===== config.mk =====
export PLATFORM = sky130hd
export DESIGN_NAME = warning_alarm_maint_supervisor
export DESIGN_NICKNAME = d
export VERILOG_FILES = /design/src/design/warning_alarm_maint_supervisor.v
export VERILOG_INCLUDE_DIRS = /design/src /design/src/pkg
export SDC_FILE = /design/constraint.sdc
export NUM_CORES = 1
export LEC_CHECK = 0
export BUFFER_PORTS_ARGS = -buffer_cell sky130_fd_sc_hd__clkbuf_2
export CORE_MARGIN = 3
export CORE_UTILIZATION = 55
export DETAILED_ROUTE_END_ITERATION = 10
export PLACE_DENSITY = 0.74
export SKIP_CTS_REPAIR_TIMING = 1
export SLEW_MARGIN = 5
export SYNTH_ARGS = -nofsm -noshare
export SYNTH_HDL_FRONTEND = slang
export SYNTH_SLANG_ARGS = --single-unit

===== constraint.sdc =====
create_clock -name core_clk_i -period 4.25 [get_ports core_clk_i]
set_input_delay 0.425 -clock core_clk_i [delete_from_list [all_inputs] [get_ports core_clk_i]]
set_output_delay 0.425 -clock core_clk_i [all_outputs]
set_load 0.05 [all_outputs]

===== src/pkg/supervisor_map.vh =====
// What this block does
// - each alarm is active only while its own warning is active
// - inhibit option stops totalizing while any selected alarm is active
// - maintenance expired warning is code 0x00010
// - code 0x00020 on battery power, 0x00040 when battery is low
// - code 0x00100 when the last pulse output attempt overloaded
// - 0x00400 rate below low limit, 0x00800 rate above high limit
// - with temperature option: 0x04000 below low, 0x08000 above high
// - with temperature option: 0x40000 resistance below low limit, 0x80000 above high limit
// - status word is the OR of the codes of all active items
// - analog sample interval is 1 to 999 whole seconds, one sample each
// - maintenance timer counts only while rate is above zero
// - elapsed count above maintenance time raises warning, and alarm only if that alarm is selected
// - maintenance restart sets elapsed count to zero
// - total clear zeroes the resettable total, grand total untouched
// - 0x00002 set on process restore failure, cleared by a save
// - 0x00004 set while defaults used, cleared by successful save
// - 0x00009 marks calibration defaults, no user action clears it
// - the three storage warnings cannot be alarm sources
// - writing the resettable total clears the fractional accumulator
// - lower view steps per period, upper view steps per select key
// - each view has eight slots coded 1,2,3,4,5,7,8
// - a warning alone changes no operation unless its alarm is on
`ifndef SUPERVISOR_MAP_VH
`define SUPERVISOR_MAP_VH

`define W_INHIBIT     20'h00001
`define W_PROC_DEF    20'h00002
`define W_SETUP_DEF   20'h00004
`define W_CAL_DEF     20'h00009
`define W_SERVICE     20'h00010
`define W_ON_CELL     20'h00020
`define W_CELL_LOW    20'h00040
`define W_PULSE_OVR   20'h00100
`define W_FLOW_UNDER  20'h00400
`define W_FLOW_OVER   20'h00800
`define W_TEMP_UNDER  20'h04000
`define W_TEMP_OVER   20'h08000
`define W_SENS_SHORT  20'h40000
`define W_SENS_OPEN   20'h80000
`define ALARM_MASK    20'hccd70
`define SECOND_NS     1000000000
`define CLK_PERIOD_NS 5
`define SAMPLE_MAX    10'h3e7
`define SLOT_SKIP     4'h1
`define SLOT_TOTAL    4'h2
`define SLOT_GRAND    4'h3
`define SLOT_RATE     4'h4
`define SLOT_TEMP     4'h5
`define SLOT_FREQ     4'h7
`define SLOT_BATT     4'h8
`define VIEW_SLOTS    8

`endif

===== src/design/warning_alarm_maint_supervisor.v =====
`timescale 1ns/10ps
`include "supervisor_map.vh"
module warning_alarm_maint_supervisor #(
    parameter VW = 24,
    parameter TW = 32,
    parameter MW = 32,
    parameter TICKS_PER_SEC = `SECOND_NS / `CLK_PERIOD_NS
) (
    // clock and reset
    input wire core_clk_i,
    input wire rstn_i,
    // register port
    input wire [3:0] addr_i,
    input wire [31:0] wdata_i,
    input wire wr_i,
    input wire rd_i,
    output reg [31:0] rdata_o,
    // measured values from the rate and temperature logic
    input wire [VW-1:0] rate_i,
    input wire [VW-1:0] temp_i,
    input wire [VW-1:0] resist_i,
    // pins and status events from outside the clock domain
    input wire on_cell_power_flag_i,
    input wire cell_low_flag_i,
    input wire flow_pulse_i,
    input wire select_key_i,
    // same-domain events
    input wire pulse_out_attempt_i,
    input wire pulse_out_overrun_i,
    input wire proc_restore_fail_i,
    input wire setup_default_i,
    input wire cal_default_i,
    input wire proc_saved_i,
    input wire setup_saved_i,
    input wire menu_entry_i,
    // outputs
    output reg [19:0] warning_word_o,
    output reg [19:0] alarm_word_o,
    output reg total_inhibit_o,
    output reg analog_sample_o,
    output reg [3:0] upper_view_o,
    output reg [3:0] lower_view_o,
    output reg [TW-1:0] total_o,
    output reg [TW-1:0] grand_total_o
);

    localparam A_CTRL = 4'h0;
    localparam A_ALARM_SEL = 4'h1;
    localparam A_LIMIT_FLOW_LO = 4'h2;
    localparam A_LIMIT_FLOW_HI = 4'h3;
    localparam A_LIMIT_TEMP_LO = 4'h4;
    localparam A_LIMIT_TEMP_HI = 4'h5;
    localparam A_LIMIT_RES_LO = 4'h6;
    localparam A_LIMIT_RES_HI = 4'h7;
    localparam A_SERVICE_TIME = 4'h8;
    localparam A_SAMPLE = 4'h9;
    localparam A_UPPER = 4'ha;
    localparam A_LOWER = 4'hb;
    localparam A_LOWER_TIME = 4'hc;
    localparam A_TOTAL = 4'hd;
    localparam A_WARN = 4'he;
    localparam A_SERVICE_CNT = 4'hf;
    localparam [31:0] TPS = TICKS_PER_SEC;

    // two-flop synchronisers for the asynchronous pins
    reg [3:0] sync_a;
    reg [3:0] sync_b;
    reg flow_prev;
    reg key_prev;
    always @(posedge core_clk_i or negedge rstn_i) begin
        if (!rstn_i) begin
            sync_a <= 4'h0;
            sync_b <= 4'h0;
            flow_prev <= 1'b0;
            key_prev <= 1'b0;
        end else begin
            sync_a <= {select_key_i, flow_pulse_i, cell_low_flag_i,
                       on_cell_power_flag_i};
            sync_b <= sync_a;
            flow_prev <= sync_b[2];
            key_prev <= sync_b[3];
        end
    end
    wire flow_edge = sync_b[2] & ~flow_prev;
    wire key_edge = sync_b[3] & ~key_prev;

    // configuration
    reg temp_option;
    reg total_inhibit_enable;
    reg [19:0] alarm_select;
    reg [VW-1:0] flow_lo, flow_hi, temp_lo, temp_hi, res_lo, res_hi;
    reg [MW-1:0] service_interval;
    reg [MW-1:0] service_count;
    reg [9:0] analog_sample_interval;
    reg [31:0] upper_view_list;
    reg [31:0] lower_view_list;
    reg [9:0] lower_view_time;
    reg [15:0] frac_acc;
    reg [15:0] pulses_per_unit;
    reg overrun_flag, proc_def, setup_def, cal_def;

    wire wr_total = wr_i && addr_i == A_TOTAL;
    wire service_restart = wr_i && addr_i == A_CTRL && wdata_i[2];
    wire total_clear = wr_i && addr_i == A_CTRL && wdata_i[3];

    always @(posedge core_clk_i or negedge rstn_i) begin
        if (!rstn_i) begin
            temp_option <= 1'b0;
            total_inhibit_enable <= 1'b0;
            alarm_select <= 20'h0;
            flow_lo <= {VW{1'b0}};
            flow_hi <= {VW{1'b1}};
            temp_lo <= {VW{1'b0}};
            temp_hi <= {VW{1'b1}};
            res_lo <= {VW{1'b0}};
            res_hi <= {VW{1'b1}};
            service_interval <= {MW{1'b1}};
            analog_sample_interval <= 10'h001;
            upper_view_list <= 32'h11111132;
            lower_view_list <= 32'h11111184;
            lower_view_time <= 10'h005;
            pulses_per_unit <= 16'h0001;
        end else if (wr_i) begin
            case (addr_i)
                A_CTRL: begin
                    total_inhibit_enable <= wdata_i[0];
                    temp_option <= wdata_i[1];
                    pulses_per_unit <= (wdata_i[31:16] == 16'h0) ?
                        16'h0001 : wdata_i[31:16];
                end
                A_ALARM_SEL: alarm_select <= wdata_i[19:0] & `ALARM_MASK;
                A_LIMIT_FLOW_LO: flow_lo <= wdata_i[VW-1:0];
                A_LIMIT_FLOW_HI: flow_hi <= wdata_i[VW-1:0];
                A_LIMIT_TEMP_LO: temp_lo <= wdata_i[VW-1:0];
                A_LIMIT_TEMP_HI: temp_hi <= wdata_i[VW-1:0];
                A_LIMIT_RES_LO: res_lo <= wdata_i[VW-1:0];
                A_LIMIT_RES_HI: res_hi <= wdata_i[VW-1:0];
                A_SERVICE_TIME: service_interval <= wdata_i[MW-1:0];
                A_SAMPLE: begin
                    if (wdata_i[9:0] == 10'h0)
                        analog_sample_interval <= 10'h001;
                    else if (wdata_i[9:0] > `SAMPLE_MAX)
                        analog_sample_interval <= `SAMPLE_MAX;
                    else
                        analog_sample_interval <= wdata_i[9:0];
                end
                A_UPPER: upper_view_list <= wdata_i;
                A_LOWER: lower_view_list <= wdata_i;
                A_LOWER_TIME: lower_view_time <= (wdata_i[9:0] == 10'h0) ?
                    10'h001 : wdata_i[9:0];
                default: ;
            endcase
        end
    end

    // one second enable
    reg [31:0] sec_cnt;
    wire sec_tick = sec_cnt == TPS - 32'h1;
    always @(posedge core_clk_i or negedge rstn_i) begin
        if (!rstn_i)
            sec_cnt <= 32'h0;
        else
            sec_cnt <= sec_tick ? 32'h0 : sec_cnt + 32'h1;
    end

    // warning flags
    wire service_expired = service_count > service_interval;
    reg [19:0] next_warn;
    always @* begin
        next_warn = 20'h0;
        if (proc_def) next_warn = next_warn | `W_PROC_DEF;
        if (setup_def) next_warn = next_warn | `W_SETUP_DEF;
        if (cal_def) next_warn = next_warn | `W_CAL_DEF;
        if (service_expired) next_warn = next_warn | `W_SERVICE;
        if (sync_b[0]) next_warn = next_warn | `W_ON_CELL;
        if (sync_b[1]) next_warn = next_warn | `W_CELL_LOW;
        if (overrun_flag) next_warn = next_warn | `W_PULSE_OVR;
        if (rate_i < flow_lo) next_warn = next_warn | `W_FLOW_UNDER;
        if (rate_i > flow_hi) next_warn = next_warn | `W_FLOW_OVER;
        if (temp_option && temp_i < temp_lo)
            next_warn = next_warn | `W_TEMP_UNDER;
        if (temp_option && temp_i > temp_hi)
            next_warn = next_warn | `W_TEMP_OVER;
        if (temp_option && resist_i < res_lo)
            next_warn = next_warn | `W_SENS_SHORT;
        if (temp_option && resist_i > res_hi)
            next_warn = next_warn | `W_SENS_OPEN;
    end

    // sticky storage flags: set wins over clear
    always @(posedge core_clk_i or negedge rstn_i) begin
        if (!rstn_i) begin
            overrun_flag <= 1'b0;
            proc_def <= 1'b0;
            setup_def <= 1'b0;
            cal_def <= 1'b0;
        end else begin
            if (pulse_out_attempt_i)
                overrun_flag <= pulse_out_overrun_i;
            if (proc_restore_fail_i)
                proc_def <= 1'b1;
            else if (proc_saved_i || menu_entry_i)
                proc_def <= 1'b0;
            if (setup_default_i)
                setup_def <= 1'b1;
            else if (setup_saved_i)
                setup_def <= 1'b0;
            if (cal_default_i)
                cal_def <= 1'b1;
        end
    end

    // alarms follow warnings; only the inhibit uses them
    wire [19:0] alarm_now = next_warn & alarm_select;
    wire inhibit_now = total_inhibit_enable && (alarm_now != 20'h0);
    always @(posedge core_clk_i or negedge rstn_i) begin
        if (!rstn_i) begin
            warning_word_o <= 20'h0;
            alarm_word_o <= 20'h0;
            total_inhibit_o <= 1'b0;
        end else begin
            warning_word_o <= next_warn | alarm_now;
            alarm_word_o <= alarm_now;
            total_inhibit_o <= inhibit_now;
        end
    end

    // maintenance timer in seconds
    always @(posedge core_clk_i or negedge rstn_i) begin
        if (!rstn_i)
            service_count <= {MW{1'b0}};
        else if (service_restart)
            service_count <= {MW{1'b0}};
        else if (sec_tick && rate_i != {VW{1'b0}} &&
                 service_count != {MW{1'b1}})
            service_count <= service_count + 1'b1;
    end

    // totals; a whole unit accrues per pulses_per_unit flow pulses
    always @(posedge core_clk_i or negedge rstn_i) begin
        if (!rstn_i) begin
            total_o <= {TW{1'b0}};
            grand_total_o <= {TW{1'b0}};
            frac_acc <= 16'h0;
        end else if (wr_total) begin
            total_o <= wdata_i[TW-1:0];
            frac_acc <= 16'h0;
        end else if (total_clear) begin
            total_o <= {TW{1'b0}};
        end else if (flow_edge && !inhibit_now) begin
            if (frac_acc + 16'h1 >= pulses_per_unit) begin
                frac_acc <= 16'h0;
                total_o <= total_o + 1'b1;
                grand_total_o <= grand_total_o + 1'b1;
            end else begin
                frac_acc <= frac_acc + 16'h1;
            end
        end
    end

    // analog sample pacing
    reg [9:0] sample_sec;
    always @(posedge core_clk_i or negedge rstn_i) begin
        if (!rstn_i) begin
            sample_sec <= 10'h0;
            analog_sample_o <= 1'b0;
        end else begin
            analog_sample_o <= 1'b0;
            if (sec_tick) begin
                if (sample_sec + 10'h1 >= analog_sample_interval) begin
                    sample_sec <= 10'h0;
                    analog_sample_o <= 1'b1;
                end else begin
                    sample_sec <= sample_sec + 10'h1;
                end
            end
        end
    end

    // display slot sequencing
    function [3:0] slot_code;
        input [31:0] list;
        input [2:0] idx;
        begin
            slot_code = list[idx*4 +: 4];
        end
    endfunction

    function is_shown;
        input [3:0] code;
        begin
            case (code)
                `SLOT_TOTAL, `SLOT_GRAND, `SLOT_RATE, `SLOT_FREQ,
                `SLOT_BATT: is_shown = 1'b1;
                `SLOT_TEMP: is_shown = 1'b1;
                default: is_shown = 1'b0;
            endcase
        end
    endfunction

    reg [2:0] up_idx, lo_idx;
    reg [9:0] lo_sec;
    wire lo_step = sec_tick && (lo_sec + 10'h1 >= lower_view_time);
    always @(posedge core_clk_i or negedge rstn_i) begin
        if (!rstn_i) begin
            up_idx <= 3'h0;
            lo_idx <= 3'h0;
            lo_sec <= 10'h0;
            upper_view_o <= `SLOT_SKIP;
            lower_view_o <= `SLOT_SKIP;
        end else begin
            if (key_edge || !is_shown(slot_code(upper_view_list, up_idx)))
                up_idx <= up_idx + 3'h1;
            if (sec_tick)
                lo_sec <= lo_step ? 10'h0 : lo_sec + 10'h1;
            if (lo_step || !is_shown(slot_code(lower_view_list, lo_idx)))
                lo_idx <= lo_idx + 3'h1;
            if (is_shown(slot_code(upper_view_list, up_idx)))
                upper_view_o <= slot_code(upper_view_list, up_idx);
            if (is_shown(slot_code(lower_view_list, lo_idx)))
                lower_view_o <= slot_code(lower_view_list, lo_idx);
        end
    end

    // register read
    always @(posedge core_clk_i or negedge rstn_i) begin
        if (!rstn_i)
            rdata_o <= 32'h0;
        else if (rd_i) begin
            case (addr_i)
                A_CTRL: rdata_o <= {pulses_per_unit, 14'h0, temp_option,
                                    total_inhibit_enable};
                A_ALARM_SEL: rdata_o <= {12'h0, alarm_select};
                A_LIMIT_FLOW_LO: rdata_o <= {{(32-VW){1'b0}}, flow_lo};
                A_LIMIT_FLOW_HI: rdata_o <= {{(32-VW){1'b0}}, flow_hi};
                A_LIMIT_TEMP_LO: rdata_o <= {{(32-VW){1'b0}}, temp_lo};
                A_LIMIT_TEMP_HI: rdata_o <= {{(32-VW){1'b0}}, temp_hi};
                A_LIMIT_RES_LO: rdata_o <= {{(32-VW){1'b0}}, res_lo};
                A_LIMIT_RES_HI: rdata_o <= {{(32-VW){1'b0}}, res_hi};
                A_SERVICE_TIME: rdata_o <= service_interval;
                A_SAMPLE: rdata_o <= {22'h0, analog_sample_interval};
                A_UPPER: rdata_o <= upper_view_list;
                A_LOWER: rdata_o <= lower_view_list;
                A_LOWER_TIME: rdata_o <= {22'h0, lower_view_time};
                A_TOTAL: rdata_o <= total_o;
                A_WARN: rdata_o <= {12'h0, warning_word_o};
                A_SERVICE_CNT: rdata_o <= service_count;
                default: rdata_o <= 32'h0;
            endcase
        end else
            rdata_o <= 32'h0;
    end

endmodule // warning_alarm_maint_supervisor


After elaboration in Yosys (flattened, before gate mapping)
Index checks and enable logic that the tools add are counted.
- flip-flop bits (word level): 554
- output and inout bits: 146
- input bits: 124
- logic and storage cells: 187
- add/subtract/negate cells: 9
- $lt $le $gt $ge: 11
- shifts and indexed selects: 2
- eq/ne operators: 30
- muxes and demuxes: 40
- bitwise logic cells: 8
- reduce and logical (&&, ||, !) cells: 48
- operators with widths (kind ; count):
    $pmux W32 S16 ; 1
    $mux W32 ; 8
    $add A32 B1 Y32 const B ; 4
    $mux W16 ; 6
    $gt A24 B24 Y1 ; 3
    $lt A24 B24 Y1 ; 3
    $shiftx A32 B6 Y4 ; 2
    $mux W10 ; 5
    $eq A4 B3 Y1 const B ; 10
    $eq A4 B4 Y1 const B ; 10
    $eq A32 B28 Y1 const B ; 1
    $gt A32 B32 Y1 ; 1
    $ne A32 B32 Y1 const B ; 1
    $reduce_and A2 Y1 ; 15
    $eq A4 B2 Y1 const B ; 6
    $reduce_bool A24 Y1 ; 1
    $add A10 B1 Y10 const B ; 2
    $and A20 B20 Y20 ; 1
    $ge A10 B10 Y1 ; 2
    $mux W20 ; 1
    $or A20 B20 Y20 ; 1
    $reduce_bool A20 Y1 ; 1
    $mux W19 ; 1
    $add A16 B1 Y16 const B ; 1
    other kinds (28) ; 61

Logic depth before layout (Yosys ltp)
- depth in word-level cells: 21
- gate-level depth with buffers: 19
- gate-level depth less buffers: 16

Least setup slack after synthesis
OpenSTA, ideal clock, no wires.
- path type: flip-flop to flip-flop
- start point: reg frac_acc[2]
- end point: reg grand_total_o[9]
- setup slack: 0.175 ns
- required time: 4.170 ns
- cell stages (with the launch flop): 19
- clock period less this slack: 4.075 ns
- path buffers: 3
- library setup time: 0.080 ns
- arrival: 3.995 ns
- cell sequence: dfrtp_1 nand3_1 or2_2 clkbuf_1 nor2_1 and3_1 and3_1 nand3_1 nor2_1 xor2_1 ha_1 nand4_1 nor4_1 a21o_1 clkbuf_1 nand4_1 clkbuf_1 nor4_1 xnor2_1
- cells in the longest elaborated chain, start to end: 3
- RTL lines (item ; RTL line ; source):
    start, declared ; warning_alarm_maint_supervisor.v:98 ; reg [15:0] frac_acc;
    start signal, assigned ; warning_alarm_maint_supervisor.v:256 ; frac_acc <= frac_acc + 16'h1;
    $add A16 B1 Y16 ; warning_alarm_maint_supervisor.v:251 ; if (frac_acc + 16'h1 >= pulses_per_unit) begin
    $ge A16 B16 Y1 ; warning_alarm_maint_supervisor.v:251 ;
    $reduce_and A4 Y1 (no source line) ; - ;
    end signal, assigned ; warning_alarm_maint_supervisor.v:243 ; grand_total_o <= {TW{1'b0}};
    end signal, assigned ; warning_alarm_maint_supervisor.v:254 ; grand_total_o <= grand_total_o + 1'b1;
    end, declared ; warning_alarm_maint_supervisor.v:44 ; output reg [TW-1:0] grand_total_o
Every way passes these cells.
A chain may end at the register's enable or synchronous reset.

Worst setup path after layout
- start point: reg res_hi[23]
- end point: reg total_o[11]
- cells in the longest elaborated chain, start to end: 10
- RTL lines (item ; RTL line ; source):
    start, declared ; warning_alarm_maint_supervisor.v:91 ; reg [VW-1:0] flow_lo, flow_hi, temp_lo, temp_hi, res_lo, res_hi;
    start signal, assigned ; warning_alarm_maint_supervisor.v:116 ; res_hi <= {VW{1'b1}};
    start signal, assigned ; warning_alarm_maint_supervisor.v:137 ; A_LIMIT_RES_HI: res_hi <= wdata_i[VW-1:0];
    $gt A24 B24 Y1 ; warning_alarm_maint_supervisor.v:186 ; if (temp_option && resist_i > res_hi)
    $logic_and A1 B1 Y1 ; warning_alarm_maint_supervisor.v:186 ;
    $mux W20 ; warning_alarm_maint_supervisor.v:186 ;
    $and A20 B20 Y20 ; warning_alarm_maint_supervisor.v:214 ; wire [19:0] alarm_now = next_warn & alarm_select;
    named net alarm_now[19] ; warning_alarm_maint_supervisor.v:214 ;
    $reduce_bool A20 Y1 ; warning_alarm_maint_supervisor.v:215 ; wire inhibit_now = total_inhibit_enable && (alarm_now != 20'h0);
    $logic_and A1 B1 Y1 ; warning_alarm_maint_supervisor.v:215 ;
    $logic_not A1 Y1 ; warning_alarm_maint_supervisor.v:250 ; end else if (flow_edge && !inhibit_now) begin
    $logic_and A1 B1 Y1 ; warning_alarm_maint_supervisor.v:250 ;
    $reduce_bool A3 Y1 (no source line) ; - ;
    $reduce_and A2 Y1 (no source line) ; - ;
    end signal, assigned ; warning_alarm_maint_supervisor.v:246 ; total_o <= wdata_i[TW-1:0];
    end signal, assigned ; warning_alarm_maint_supervisor.v:249 ; total_o <= {TW{1'b0}};
    end signal, assigned ; warning_alarm_maint_supervisor.v:253 ; total_o <= total_o + 1'b1;
    end, declared ; warning_alarm_maint_supervisor.v:43 ; output reg [TW-1:0] total_o,
The timed path passes the listed nets, and every way through them passes these cells.

==> flow_summary.ini <==
[clocking]
cts_tree = yes
clkTransAtPathRegs_ns = 0.06
cts.sinks = 537
cts_htree_levels = 2
numCtsBuffers = 57
clock_latency_ns = 0.64
clk_path_buf_depth = 3
ctsRootBufferMaster = clkbuf_16

[synth]
synth_top_area_share_pct = 33.53
yosysWarnings = 0
netlist_instances = 2940
syn_area_per_cell_um2 = 10.41
synth_seq_cells = 537
netlist_area_um2 = 30600
synth_cell_types = 72
synth_flop_cell = dfrtp_1
async_reset_ff_share_pct = 100.0
synth_edf_count = 0
synth_area_leaders = dfrtp_1 34%, dfstp_2 11%, mux2_2 11%
synth_area_leader_cell = dfrtp_1
yosysSeqAreaShare_pct = 44.44

[sta]
finalSetupTns_ns = 0
period_share_pct = 97.06
final.min_clock_period_ns = 4.125
worst_clock_skew_ns = 0.02860
setup_violations = 0
hold_viol_final = 1
tightest_slew_ns = 1.217
drv_slew = 0
fmax_mhz = 242.4
rsz0062_at_grt = no
holdWs_ns = -0.03055
relSlewSlack_pct = 18.68

[setup_path]
rrSetupSlack_ns = 0.13
end_kind = flop
path_max_fanout = 40
reg2reg_depth = 11
cp-start-kind = flop
path_class = flop to flop
crit_arrival_ns = 4.63
r2r-end = total_o[11]
cp.required_ns = 4.76
r2r_start = res_hi[23]

[route]
vias = 25960
post_drt_wl_per_cell_um = 26.31
ant_nets = 0
drt_first_pass_iters = 8
wirelength_mm = 104.3
drt_iter0_drc = 2983
via_per_inst = 6.547
route.detailed.drc = 0

[die]
die_w_um = 241.9
start_util_pct = 56.19
die-area_um2 = 58500
core_area_um2 = 54450
io_pins = 270
num_rows = 85
fp.dieH_um = 241.9

[final_layout]
final_net_count = 3516
drive_above_1_share_pct = 28.06
area_growth_pct = 13.88
final_cell_area_um2 = 34840

[hold_path]
hp-class = input pin to flop
min-delay-start = setup_default_i
min_path_cells = 2
whs_endpoint = setup_def

[global_route]
antenna_found_initial = 9
grt_pass1_wl_mm = 157.3
grt_usage_pct = 34.99
grt_pass1_vias = 25850
gr-total-overflow = 0
grt_max_degree = 119

[run]
maxCapViolCount = 0

[power_and_ir_drop]
p_leak_nw = 16.28
p_per_area_nw_per_um2 = 485.2
vdd_drop_max_v = 0.0004448

[run_status]
failed_checks = hold timing
status = finished, violations left

[placement]
place_area_um2 = 32760
gp_congestion = 1.039
dpl.hpwl_mm = 77.00
portBuffers = 253
worst max-delay path by stage:
stage | endpoint | from | cells past startpoint
3_3_place_gp | frac_acc[0] | frac_acc[2] | 16
3_5_place_dp | grand_total_o[31] | frac_acc[2] | 16
2_1_floorplan | grand_total_o[9] | frac_acc[2] | 18
5_1_grt | grand_total_o[21] | frac_acc[0] | 16
4_1_cts | grand_total_o[31] | frac_acc[2] | 16
6_report | total_o[11] | res_hi[23] | 11
synthesized netlist by cell type, types with 47 or more instances:
cell and count:
a21oi_1 129, nand3_1 111, dfrtp_1 410, a221oi_1 47, ha_1 218, mux2_2 288
clkbuf_1 119, nand2_1 201, inv_1 241, nor2_1 141, xor2_1 83, o21ai_0 103
nand4_1 56, a22oi_1 102, dfstp_2 127
power by group:
group	internal (W)	total, W	switching, W
combinational	0.00184	0.00450	0.00266
sequential	0.00617	0.00721	0.00105
clock	0.00301	0.00519	0.00218
total	0.0110	0.0169	0.00589
logic make-up (layout without fill, tap and decap cells):
| family | count (synthesis) | in the layout | synth area share [%] |
|---|---|---|---|
| AND/OR/NAND/NOR | 745 | 745 | 12.28 |
| AO/OA/AOI/OAI | 603 | 603 | 13.69 |
| flip-flops | 537 | 537 | 44.44 |
| buffers and inverters | 405 | 672 | 5.222 |
| multiplexers | 312 | 312 | 12.04 |
| adder cells (fa/ha/maj) | 218 | 218 | 8.914 |
| XOR/XNOR | 119 | 119 | 3.406 |
| other | 1 | 20 | 0.01226 |
layout make-up:
type / instances / area [um^2]
Multi-Input combinational cell: 2013 / 15590
Antenna cell: 4 / 10.01
Tap cell: 739 / 924.6
Clock inverter: 29 / 320.3
Sequential cell: 537 / 13600
Inverter: 241 / 904.6
Timing Repair Buffer: 324 / 1893
Fill cell: 4367 / 19610
Clock buffer: 78 / 1605
layout by cell type (no fill, tap or decap), types with 11 or more instances in the layout:
master     netlist  final
a22oi_1        102    102
a21oi_1        129    127
o211ai_1        11     11
nor2b_1         16     16
xor2_1          83     83
a221oi_1        47     47
a21o_1          34     33
nand4_1         56     56
inv_1          241    241
nor3_1          45     40
a31oi_1         36     36
a22o_1          27     27
clkbuf_16        0     57
a222oi_1        14     14
clkbuf_1       119     11
nor2_2           0     11
nor2_1         141    129
clkinv_2         0     15
mux4_2          16     16
nor4_1          39     35
clkbuf_2         2    252
dfrtp_1        410    409
a221o_1         16     16
nand3_1        111    111
o21ai_0        103    102
or3_1           11     11
and3_1          38     38
mux2_2         288    288
dfstp_2        127    127
xnor2_1         36     36
buf_4           17     58
nand2b_1        14     14
ha_1           218    218
and2_1          17     17
conb_1           1     16
nand2_1        201    201
and4_1          17     17
a211oi_1        15     15
per-layer routing:
layer | track usage [%] | part of all wire [%] | vias up | wire (um)
met5 | 0 | 0.017 | - | 18
met4 | 19.09 | 6.5 | 4 | 6823
met3 | 9.328 | 11 | 397 | 11030
met2 | 54.52 | 45 | 1544 | 47070
met1 | 44.60 | 38 | 12840 | 39390
li1 | - | - | 11170 | -
state kept, by name (all words and copies together), names as in the netlist, 13 cells and up:
register / count
service_count: 32
grand_total_o: 32
service_interval: 32
res_lo: 24
upper_view_list: 32
sec_cnt: 32
temp_hi: 24
pulses_per_unit: 16
flow_lo: 24
rdata_o: 32
flow_hi: 24
total_o: 32
res_hi: 24
frac_acc: 16
lower_view_list: 32
warning_word_o: 13
temp_lo: 24
worst max-delay path: stages, from the launching register on:
cell     delay (ns)
dfstp_2        0.56
inv_1          0.05
ha_1           0.31
nand4_1        0.36
nor4_1         0.69
o31ai_1        0.36
a21oi_2        0.44
nor4_4         0.11
a31oi_4        0.41
buf_12         0.27
nor2_1         0.13
o311a_1        0.30
stage by stage:
stage / util, % / setup slack [ns] / hold slack (ns) / cells / total power (W)
floorplan: - / 0.1747 / 0.1294 / 2955 / 0.009922
global placement: 60.17 / -0.04864 / 0.3325 / 3846 / 0.01140
detailed placement: 60.17 / -0.2009 / 0.3347 / 3846 / 0.01163
CTS: 63.70 / -0.2559 / -0.2107 / 3953 / 0.01679
global route: 63.98 / 0.001797 / 0.001479 / 3963 / 0.01760
finish: 63.99 / 0.1251 / -0.03055 / 3965 / 0.01691
Note: power is estimated with default switching activity, not from simulation.
